===== src/logic/acd_regs.vh =====
// Constants for the serial command decoder of the eight-channel converter.
// Overview of operation
// - Decode 02h wake, 04h standby, 06h reset.
// - Decode 08h start, 0Ah stop, 1Ah offset trim.
// - Decode 10h continuous, 11h leave, 12h read.
// - Register fetch/store: two bytes, address and count.
// - System commands on seventh, register on eighth edge.
// - Register fetch ignored in continuous mode.
// - Wake then four master clocks before next.
// - In standby only the wake command counts.
// - Reset restores defaults, busy eighteen master clocks.
// - Start begins conversions; if running, it only cancels a pending stop.
// - Stop lets current conversion finish; idempotent.
// - Offset trim: rate 110, sixteen samples, 153 ms.
// - Continuous mode loads frame on each ready fall.
// - Continuous readout is active after power-up.
// - Frame: 24 status bits, eight channel words.
// - In continuous mode, idle select-low output falls with ready.
// - Ready returns high on first serial falling edge.
`ifndef ACD_REGS_VH
`define ACD_REGS_VH
`define ACD_OP_WAKE 8'h02
`define ACD_OP_STANDBY 8'h04
`define ACD_OP_RESET 8'h06
`define ACD_OP_START 8'h08
`define ACD_OP_STOP 8'h0A
`define ACD_OP_TRIM 8'h1A
`define ACD_OP_RDC 8'h10
`define ACD_OP_SDC 8'h11
`define ACD_OP_RDATA 8'h12
`define ACD_OP_FETCH 3'h1
`define ACD_OP_STORE 3'h2
`define ACD_TRIM_RATE 3'h6
`define ACD_TRIM_SAMPLES 5'h10
`define ACD_DECODE_MCLK 4
`define ACD_RESET_MCLK 18
`define ACD_TRIM_MS 153
`define ACD_STATUS_BITS 24
`define ACD_CHANNELS 8
`endif


===== src/logic/acd_decoder.v =====
// Serial command decoder and frame shifter of the eight-channel converter.
`timescale 1ns/1ps
`include "acd_regs.vh"
module acd_decoder #(
    parameter CLK_HZ = 200000000,
    parameter MCLK_DIV = 98,
    parameter TRIM_CYCLES = 30600000,
    parameter REG_DEPTH = 32
) (
    clk,
    rst_n,
    cs_n,
    sclk,
    din,
    start_pin,
    conv_done,
    frame_data,
    wide_words,
    dout,
    sample_ready_n,
    standby,
    converting,
    continuous,
    trim_busy,
    rate_select,
    reg_wr_valid,
    reg_wr_addr,
    reg_wr_data,
    reg_wr_ready,
    busy
);
    input wire clk;
    input wire rst_n;
    input wire cs_n;
    input wire sclk;
    input wire din;
    input wire start_pin;
    input wire conv_done;
    input wire [215:0] frame_data;
    input wire wide_words;
    output reg dout;
    output reg sample_ready_n;
    output reg standby;
    output reg converting;
    output reg continuous;
    output reg trim_busy;
    output reg [2:0] rate_select;
    output reg reg_wr_valid;
    output reg [4:0] reg_wr_addr;
    output reg [7:0] reg_wr_data;
    input wire reg_wr_ready;
    output reg busy;

    localparam FRAME_W = 216;
    localparam WAIT_DEC = `ACD_DECODE_MCLK * MCLK_DIV;
    localparam WAIT_RST = `ACD_RESET_MCLK * MCLK_DIV;
    localparam S_CMD = 4'b0001;
    localparam S_CNT = 4'b0010;
    localparam S_WDAT = 4'b0100;
    localparam S_RDAT = 4'b1000;

    // Three-flop chains for the pins; the second stage is read, and the third also for the clock edges.
    reg [2:0] cs_s_q, sclk_s_q, din_s_q;
    always @(posedge clk) begin
        cs_s_q <= {cs_s_q[1:0], cs_n};
        sclk_s_q <= {sclk_s_q[1:0], sclk};
        din_s_q <= {din_s_q[1:0], din};
    end
    wire cs_lo = ~cs_s_q[1];
    wire sclk_rise = sclk_s_q[1] & ~sclk_s_q[2];
    wire sclk_fall = ~sclk_s_q[1] & sclk_s_q[2];
    wire din_b = din_s_q[1];

    reg [3:0] state_q;
    reg [2:0] bit_q;
    reg [7:0] sh_q;
    reg [7:0] byte_q;
    reg [2:0] op_q;
    reg [4:0] addr_q;
    reg [4:0] cnt_q;
    reg [31:0] wait_q;
    reg [31:0] trim_q;
    reg [FRAME_W-1:0] out_q;
    reg conv_done_q;
    reg stop_pend_q;
    reg fetch_q;
    reg [7:0] regs_q [0:REG_DEPTH-1];

    // Two-entry buffer for written register bytes; a byte arriving while both entries are full is dropped.
    reg [7:0] buf_d0_q, buf_d1_q;
    reg [4:0] buf_a0_q, buf_a1_q;
    reg [1:0] buf_n_q;
    wire buf_in_ready = (buf_n_q != 2'd2);
    wire buf_push;
    wire [12:0] buf_in;
    wire buf_pop = reg_wr_valid & reg_wr_ready;
    always @(posedge clk) begin
        if (!rst_n) begin
            buf_n_q <= 2'd0;
            reg_wr_valid <= 1'b0;
            reg_wr_addr <= 5'h00;
            reg_wr_data <= 8'h00;
            buf_d0_q <= 8'h00;
            buf_d1_q <= 8'h00;
            buf_a0_q <= 5'h00;
            buf_a1_q <= 5'h00;
        end else begin
            case ({buf_push, buf_pop})
                2'b10: begin
                    if (buf_n_q == 2'd0) begin
                        buf_a0_q <= buf_in[12:8];
                        buf_d0_q <= buf_in[7:0];
                    end else begin
                        buf_a1_q <= buf_in[12:8];
                        buf_d1_q <= buf_in[7:0];
                    end
                    buf_n_q <= buf_n_q + 2'd1;
                end
                2'b01: begin
                    buf_a0_q <= buf_a1_q;
                    buf_d0_q <= buf_d1_q;
                    buf_n_q <= buf_n_q - 2'd1;
                end
                2'b11: begin
                    if (buf_n_q == 2'd1) begin
                        buf_a0_q <= buf_in[12:8];
                        buf_d0_q <= buf_in[7:0];
                    end else begin
                        buf_a0_q <= buf_a1_q;
                        buf_d0_q <= buf_d1_q;
                        buf_a1_q <= buf_in[12:8];
                        buf_d1_q <= buf_in[7:0];
                    end
                end
                default: begin
                end
            endcase
            // Head of the buffer is registered onto the outputs.
            reg_wr_valid <= (buf_n_q != 2'd0) & ~buf_pop | (buf_n_q == 2'd2) | buf_push;
            reg_wr_addr <= buf_pop ? (buf_n_q == 2'd2 ? buf_a1_q : buf_in[12:8]) : buf_a0_q;
            reg_wr_data <= buf_pop ? (buf_n_q == 2'd2 ? buf_d1_q : buf_in[7:0]) : buf_d0_q;
            if (buf_n_q == 2'd0 && buf_push) begin
                reg_wr_addr <= buf_in[12:8];
                reg_wr_data <= buf_in[7:0];
            end
        end
    end

    // Byte assembly; the seventh fall is the eighth bit minus one.
    wire [7:0] early = {sh_q[6:0], din_b};
    wire fall7 = cs_lo & sclk_fall & (bit_q == 3'd6);
    wire fall8 = cs_lo & sclk_fall & (bit_q == 3'd7);

    // Push is combinational so the buffer and the register file see the same cycle.
    assign buf_push = (state_q == S_WDAT) & fall8 & buf_in_ready;
    assign buf_in = {addr_q, early};

    always @(posedge clk) begin
        if (!rst_n) begin
            state_q <= S_CMD;
            bit_q <= 3'd0;
            sh_q <= 8'h00;
            byte_q <= 8'h00;
            op_q <= 3'd0;
            addr_q <= 5'h00;
            cnt_q <= 5'h00;
            wait_q <= 32'd0;
            trim_q <= 32'd0;
            out_q <= {FRAME_W{1'b0}};
            dout <= 1'b0;
            sample_ready_n <= 1'b1;
            standby <= 1'b0;
            converting <= 1'b0;
            continuous <= 1'b1;
            trim_busy <= 1'b0;
            rate_select <= 3'h4;
            busy <= 1'b0;
            conv_done_q <= 1'b0;
            stop_pend_q <= 1'b0;
            fetch_q <= 1'b0;
        end else begin
            conv_done_q <= conv_done;
            if (wait_q != 32'd0) begin
                wait_q <= wait_q - 32'd1;
            end
            busy <= (wait_q > 32'd1) | trim_busy;
            // Stop takes effect only once the running conversion is done.
            if (conv_done && stop_pend_q) begin
                converting <= 1'b0;
                stop_pend_q <= 1'b0;
            end
            // Ready falls on a new result and loads the frame when continuous.
            if (conv_done && !conv_done_q && (converting | start_pin)) begin
                sample_ready_n <= 1'b0;
                if (continuous) begin
                    out_q <= frame_data;
                    dout <= 1'b0;
                end
            end
            if (sclk_fall) begin
                sample_ready_n <= 1'b1;
            end
            if (trim_busy) begin
                trim_q <= trim_q - 32'd1;
                if (trim_q == 32'd1) begin
                    trim_busy <= 1'b0;
                    rate_select <= regs_q[1][2:0];
                end
            end
            // Output shift on rising edges while selected.
            if (cs_lo && sclk_rise && (continuous | fetch_q)) begin
                dout <= out_q[FRAME_W-1];
                out_q <= {out_q[FRAME_W-2:0], 1'b0};
            end
            if (!cs_lo) begin
                bit_q <= 3'd0;
                fetch_q <= 1'b0;
            end else if (sclk_fall) begin
                bit_q <= bit_q + 3'd1;
                sh_q <= early;
                if (bit_q == 3'd7) begin
                    byte_q <= early;
                end
            end
            // Seventh fall: only seven bits are in, and every opcode here has bit 0 clear.
            if (fall7 && state_q == S_CMD && wait_q == 32'd0 && !trim_busy) begin
                if (standby) begin
                    if ({early[6:0], 1'b0} == `ACD_OP_WAKE) begin
                        standby <= 1'b0;
                        wait_q <= WAIT_DEC;
                        busy <= 1'b1;
                    end
                end else if (!continuous) begin
                    case ({early[6:0], 1'b0})
                        `ACD_OP_STANDBY: standby <= 1'b1;
                        `ACD_OP_RESET: begin
                            wait_q <= WAIT_RST;
                            busy <= 1'b1;
                            converting <= 1'b0;
                            continuous <= 1'b1;
                            rate_select <= 3'h4;
                        end
                        `ACD_OP_START: begin
                            if (!start_pin && !converting) begin
                                converting <= 1'b1;
                            end
                            stop_pend_q <= 1'b0;
                        end
                        `ACD_OP_STOP: begin
                            if (converting) begin
                                stop_pend_q <= 1'b1;
                            end
                        end
                        `ACD_OP_TRIM: begin
                            trim_busy <= 1'b1;
                            rate_select <= `ACD_TRIM_RATE;
                            trim_q <= TRIM_CYCLES;
                        end
                        `ACD_OP_RDATA: begin
                            out_q <= frame_data;
                            fetch_q <= 1'b1;
                        end
                        default: begin
                        end
                    endcase
                end
            end
            // Register commands need the full byte, decoded on the eighth fall.
            case (state_q)
                S_CMD: begin
                    if (fall8 && wait_q == 32'd0 && !standby && !trim_busy) begin
                        // The two readout-mode opcodes differ only in bit 0, so wait for it.
                        if (continuous) begin
                            if (early == `ACD_OP_SDC) begin
                                continuous <= 1'b0;
                                wait_q <= WAIT_DEC;
                                busy <= 1'b1;
                            end
                        end else if (early == `ACD_OP_RDC) begin
                            continuous <= 1'b1;
                            wait_q <= WAIT_DEC;
                            busy <= 1'b1;
                        end else if (early[7:5] == `ACD_OP_FETCH && !continuous) begin
                            op_q <= `ACD_OP_FETCH;
                            addr_q <= early[4:0];
                            state_q <= S_CNT;
                        end else if (early[7:5] == `ACD_OP_STORE && !continuous) begin
                            op_q <= `ACD_OP_STORE;
                            addr_q <= early[4:0];
                            state_q <= S_CNT;
                        end
                    end
                end
                S_CNT: begin
                    if (!cs_lo) begin
                        state_q <= S_CMD;
                    end else if (fall8) begin
                        cnt_q <= early[4:0];
                        if (op_q == `ACD_OP_FETCH) begin
                            out_q <= {regs_q[addr_q], {(FRAME_W-8){1'b0}}};
                            fetch_q <= 1'b1;
                            state_q <= S_RDAT;
                        end else begin
                            state_q <= S_WDAT;
                        end
                    end
                end
                S_WDAT: begin
                    if (!cs_lo) begin
                        state_q <= S_CMD;
                    end else if (fall8 && buf_in_ready) begin
                        addr_q <= addr_q + 5'd1;
                        cnt_q <= cnt_q - 5'd1;
                        if (cnt_q == 5'd0) begin
                            state_q <= S_CMD;
                        end
                    end
                end
                S_RDAT: begin
                    if (!cs_lo) begin
                        state_q <= S_CMD;
                    end else if (fall8) begin
                        addr_q <= addr_q + 5'd1;
                        cnt_q <= cnt_q - 5'd1;
                        out_q <= {regs_q[addr_q + 5'd1], {(FRAME_W-8){1'b0}}};
                        if (cnt_q == 5'd0) begin
                            state_q <= S_CMD;
                        end
                    end
                end
                default: state_q <= S_CMD;
            endcase
        end
    end

    // Shadow register file; only rst_n clears the entries, the reset command leaves them.
    genvar gi;
    generate
        for (gi = 0; gi < REG_DEPTH; gi = gi + 1) begin : g_reg
            always @(posedge clk) begin
                if (!rst_n) begin
                    regs_q[gi] <= 8'h00;
                end else if (buf_push && buf_in[12:8] == gi) begin
                    regs_q[gi] <= buf_in[7:0];
                end
            end
        end
    endgenerate
endmodule


===== config.mk =====
export PLATFORM = sky130hd
export DESIGN_NAME = acd_decoder
export DESIGN_NICKNAME = d
export VERILOG_FILES = /design/src/logic/acd_decoder.v
export VERILOG_INCLUDE_DIRS = /design/src /design/src/logic
export SDC_FILE = /design/constraint.sdc
export NUM_CORES = 2
export LEC_CHECK = 0
export BUFFER_PORTS_ARGS = -buffer_cell sky130_fd_sc_hd__buf_2
export CAP_MARGIN = 40
export CORE_MARGIN = 3
export CORE_UTILIZATION = 62
export CTS_BUF_LIST = sky130_fd_sc_hd__clkbuf_8
export DETAILED_ROUTE_END_ITERATION = 10
export PLACE_DENSITY = 0.82
export SLEW_MARGIN = 20
export SYNTH_ARGS = -nofsm -noshare
export SYNTH_HDL_FRONTEND = slang
export SYNTH_SLANG_ARGS = --single-unit

===== constraint.sdc =====
create_clock -name clk -period 9.3 [get_ports clk]
set_clock_uncertainty 0.05 [all_clocks]
set_input_delay 0.93 -clock clk [delete_from_list [all_inputs] [get_ports clk]]
set_output_delay 0.93 -clock clk [all_outputs]
set_load 0.005 [all_outputs]

Word level (Yosys, flattened, before mapping)
Memories as Yosys holds them, arrays and structs flattened. A register that Yosys moved wholly into a read port is not among the register bits. Cells that the tools add are included.

Register bits after elaboration: 369. RAM bits: 256. Input bits: 225. Logic and storage cells: 514. Memories: 1.

Memory list: regs_q (depth 32, bits a word 8, rd ports 3, clocked after memory_dff 1, write ports 32, RTL line acd_decoder.v:87) `reg [7:0] regs_q [0:REG_DEPTH-1];`.

Add/sub/neg operators: 7. Magnitude comparators: 1. Equal/unequal tests: 72. Multiplexer cells: 271. Bitwise gates (word level): 53. Reductions and logical operators: 78.

Operators by type and width (count): $mux W216 (12); $mux W32 (16); $pmux W216 S2 (1); $mux W8 (39); $mux W1 (148); $mux W5 (24); $eq A5 B5 Y1 const B (16); $sub A32 B1 Y32 const B (2); $mux W4 (13); $logic_and A1 B1 Y1 (48); $pmux W5 S3 (3); $eq A5 B4 Y1 const B (8); $or A1 B1 Y1 (37); $eq A32 B1 Y1 const B (1); $gt A32 B1 Y1 const B (1); $logic_not A32 Y1 (1); $reduce_bool A32 Y1 (1); $pmux W8 S3 (1); $ne A2 B2 Y1 const B (11); $mux W3 (7); $eq A5 B3 Y1 const B (4); $eq A8 B5 Y1 const B (2); $pmux W4 S4 (1); $pmux W8 S2 (1); other kinds (41) (84).

Longest topological paths before layout
Word-level depth: 13. Mapped depth: 14. Mapped depth without buffers: 11.

Worst setup path after synthesis
No wires, ideal clock.

Path type: register to register. Start point: reg addr_q[0]. End point: reg out_q[215]. Library setup time: 0.130 ns. Arrival: 3.029 ns. Setup slack: 6.091 ns. Stages on the path, launching flop included: 12. Path buffers: 4. Period minus slack after synthesis: 3.209 ns. Cells stage by stage: dfxtp_1 > clkbuf_1 > inv_1 > clkbuf_1 > ha_1 > buf_2 > buf_1 > mux4_2 > mux2i_1 > a32oi_1 > o211ai_1 > o211ai_1.

Longest elaborated chain between the ends: 5.

RTL lines: from (decl) (RTL line acd_decoder.v:79) `reg [4:0] addr_q;`; from (signal assigned) (RTL line acd_decoder.v:285) `addr_q <= early[4:0];`; from (signal assigned) (RTL line acd_decoder.v:289) `addr_q <= early[4:0];`; from (signal assigned) (RTL line acd_decoder.v:312) `addr_q <= addr_q + 5'd1;`; $add A5 B1 Y5 (RTL line acd_decoder.v:325) `out_q <= {regs_q[addr_q + 5'd1], {(FRAME_W-8){1'b0}}};`; $mem_v2 Z32 W8; $mux W216 (RTL line acd_decoder.v:322) `end else if (fall8) begin`; $mux W216 (RTL line acd_decoder.v:320) `if (!cs_lo) begin`; $pmux W216 S2 (RTL line acd_decoder.v:269) `case (state_q)`; to (signal assigned) (RTL line acd_decoder.v:260) `out_q <= frame_data;`; to (signal assigned) (RTL line acd_decoder.v:300) `out_q <= {regs_q[addr_q], {(FRAME_W-8){1'b0}}};`; to (signal assigned) (RTL line acd_decoder.v:325); to (decl) (RTL line acd_decoder.v:83) `reg [FRAME_W-1:0] out_q;`.

No other way between the ends. A chain may end at the register's enable or synchronous reset.

Worst setup path in the final report
Start point: reg wait_q[3]. End point: reg out_q[211].

Longest elaborated chain between the ends: 8. Elaborated cells between the ends (all ways): 10. Classes of those cells: mux (7); reduce/logical (3).

RTL lines: from (decl) (RTL line acd_decoder.v:81) `reg [31:0] wait_q;`; from (signal assigned) (RTL line acd_decoder.v:184) `wait_q <= wait_q - 32'd1;`; $logic_not A32 Y1 (*) (RTL line acd_decoder.v:226) `if (fall7 && state_q == S_CMD && wait_q == 32'd0 && !trim_busy) begin`; $logic_and A1 B1 Y1 (*) (2 in a row) (RTL line acd_decoder.v:226); $mux W216 (*) (RTL line acd_decoder.v:226); $mux W216 (RTL line acd_decoder.v:299) `` if (op_q == `ACD_OP_FETCH) begin ``; $mux W216 (RTL line acd_decoder.v:297) `end else if (fall8) begin`; $mux W216 (RTL line acd_decoder.v:295) `if (!cs_lo) begin`; $pmux W216 S2 (*) (RTL line acd_decoder.v:269).

Every way passes the cells marked *; elsewhere a longest branch is shown, timed or not.

==> summary.md <==
| Metric | Value |
|---|---|
| Vias per cell | `6.57` |
| Largest net degree at the start of global routing | `214` |
| Synth cell types | `71` |
| Worst Hold Class | `reg -> reg` |
| Setup TNS | `0 ns` |
| Status | `complete, no violations` |
| Fill count | `3,523` |
| Final nets | `3,268` |
| IO Count | `249` |
| XOR/XNOR share of the synthesized area | `0.0193` |
| CTS tree | `done` |
| Vias in the first global route | `24,500` |
| Relative slew slack | `0.307` |
| Total die area | `52,400 µm²` |
| Max Cap Viol | `0` |
| Post-synthesis async set-or-reset flop share | `0` |
| Compound-gate portion of the synthesized area | `0.180` |
| Max incr delay on CP | `0.94 ns` |
| Iter 0 DRT Violations | `~3,000` |
| Global route overflow | `0` |
| Die Y | `~230 µm` |
| Top-count cell post-synth | `nor2_1` |
| Largest family of logic cells by synthesized area | `compound AO/OA/AOI/OAI gates` |
| Worst-Skew Late Latency | `approximately 0.7 ns` |
| Cell mode on critical path | `or4_4` |
| Startpoint Class | `flip-flop` |
| Area Growth Syn to Fin | `12.6%` |
| Main synth FF type | `dfxtp_1` |
| Root Buffer | `clkbuf_8` |
| IR Drop Worst-Case VDD | `0.137 mV` |
| Largest delay share family, worst path | `simple AND/OR/NAND/NOR gates` |
| Die span in x | `229 µm` |
| Syn nets | `3,092` |
| Cell count after synthesis | `2,844` |
| Final setup vio count | `0` |
| First-pass GRT wire length | `136,000 µm` |
| Crit path DAT | `about 4.7 ns` |
| Worst setup EP type | `flip-flop` |
| Mean post-synth cell area | `10.8 µm²` |
| Starting Density | `0.629` |
| Cts repair resizes | `0` |
| RSZ-0062 raised after global routing | `no` |
| Residual DRC | `0` |
| Final slew viol count | `0` |
| Post-synth EDFFs | `between 200 and 300` |
| Top post-synthesis cells by area | `edfxtp_1 (25%), dfxtp_1 (24%), mux4_2 (8.4%)` |
| Pre-CTS setup slack | `around 5.3 ns` |
| Row cnt | `81` |
| CTS Hold Buffers Added | `0` |
| Worst path bufs/invs | `1` |
| Pwr per Cell Area | `185 nW/µm²` |
| Leading area contributor after synthesis | `edfxtp_1` |
| GRT Overall Usage | `0.326` |
| Antenna viol nets, final | `0` |
| Synthesized cell area | `30,800 µm²` |
| Simple-Gate Fraction of Synth Area | `0.153` |
| Critical path fanouts, max | `142` |
| Register area share after synthesis | `0.492` |
| First drt pass iteration count | `6` |
| PortBufs | `247` |
| Final RePlAce weighted congestion | `0.964` |
| Min Tclk post-route | `roughly 4.1 ns` |
| Min Hold Slack | `0.271 ns` |
| WL/cell | `approximately 23 µm` |
| Setup Crit Path Kind | `reg -> reg` |
| Most frequent cells after synthesis | `nor2_1 (402), dfxtp_1 (373), edfxtp_1 (256)` |
| Fmax achieved | `0.246 GHz` |
| Worst Setup Slack, final | `5.24 ns` |
| DRT Wirelength | `around 90,000 µm` |
| Leak pwr | `12.6 nW` |
| Yosys warnings | `0` |
| Register bit total from synthesis | `629` |
| Initial antenna violation count | `7` |
| Via count | `roughly 25,000` |
| Clock sinks | `629` |
| Post-DP HPWL | `~58,000 µm` |
| Post-Synth Adder-Cell Area | `0.00935` |
| Bufs on Longest Clock Path | `3` |
| Share of the synthesized area in the top cell type | `0.250` |
| # H-tree levels | `3` |
| Clk pin slew, worst setup/hold paths | `0.07 ns` |
| Crit-path cells | `or4_4 > nor4_2 > nand4b_1 > or4_4 > buf_12 > a21oi_1 > o21ai_0 > nand3_1` |
| Mux share of post-synthesis cell area | `0.105` |
| Tightest Pin Transition | `1.04 ns` |
| Final hold violation count | `0` |
| CP max-delay cell | `or4_4` |
| CP Data Required Time | `9.90 ns` |
| Power, Total | `6.40 mW` |
| Setup Buffers After CTS | `0` |
| Cts bufs inserted | `101` |
| Tcrit/Tclk final | `0.437` |
| Layout cell share with drive strength beyond 1 | `0.259` |
| Core Region | `49,000 µm²` |
placed cells by master (no fill, tap or decap), drive strengths merged, types with 65 or more instances in the layout:
master / synthesis / final
nor2: 402 / 402
edfxtp: 256 / 256
o22ai: 221 / 221
nand2: 119 / 119
inv: 39 / 81
buf: 48 / 322
mux4: 115 / 115
a21oi: 65 / 65
a211oi: 232 / 232
and2: 219 / 219
clkbuf: 203 / 129
dfxtp: 373 / 373
routing by layer:
| layer | share of wire | up-vias | global-route usage |
|---|---|---|---|
| li1 | - | 11000 | - |
| met1 | 0.37 | 12000 | 0.417 |
| met2 | 0.48 | 1506 | 0.535 |
| met3 | 0.10 | 268 | 0.0776 |
| met4 | 0.043 | 0 | 0.140 |
| met5 | 0 | - | 0 |
worst paths after layout:
path	start	end	slack, ns	depth (start not counted)
worst max-delay path	wait_q[3]	out_q[211]	5.24	8
worst min-delay path	cs_s_q[0]	cs_s_q[1]	0.27	0
worst max register to register	wait_q[3]	out_q[211]	5.24	8
worst min register to register	cs_s_q[0]	cs_s_q[1]	0.27	0
flip-flops by register name (all words and copies together), names as in the netlist, 5 cells and up, named ones only:
register	cells
cnt_q	5
reg_wr_data	8
buf_d1_q	8
regs_q	256
sh_q	7
addr_q	5
out_q	216
wait_q	32
buf_a0_q	5
buf_a1_q	5
trim_q	32
buf_d0_q	8
reg_wr_addr	5
cell families (layout without fill, tap and decap cells):
kind of cell / Yosys count / count (layout)
AO/OA/AOI/OAI: 695 / 695
XOR/XNOR: 68 / 68
adder cells (fa/ha/maj): 23 / 23
buffers and inverters: 292 / 555
flip-flops: 629 / 629
multiplexers: 177 / 177
other: 0 / 7
AND/OR/NAND/NOR: 960 / 960
report_power, final:
group / leakage (nW) / internal [mW] / switching (mW) / total, mW
logic: 5.88 / 0.359 / 0.440 / 0.799
registers: 5.49 / 3.05 / 0.130 / 3.18
clock network: 1.23 / 1.29 / 1.12 / 2.42
area by class of cell:
class	count	area, µm²	share of cell area
clock buffer	127	1750	0.0504
timing repair buffer	324	1990	0.0574
antenna	7	17.5	0.000505
multi-input combinational	1923	14400	0.416
inverter	41	154	0.00444
tap	664	831	0.0240
sequential	629	15200	0.437
clock inverter	63	344	0.00992
metrics by stage:
stage	util	cells	cell area (µm²)
2_1_floorplan	-	2844	30800
3_3_place_gp	0.659	3556	32200
3_5_place_dp	0.661	3570	32400
4_1_cts	0.704	3760	34500
5_1_grt	0.708	3778	34700
6_report	0.708	3778	34700
Note: power is estimated with default switching activity, not from simulation.
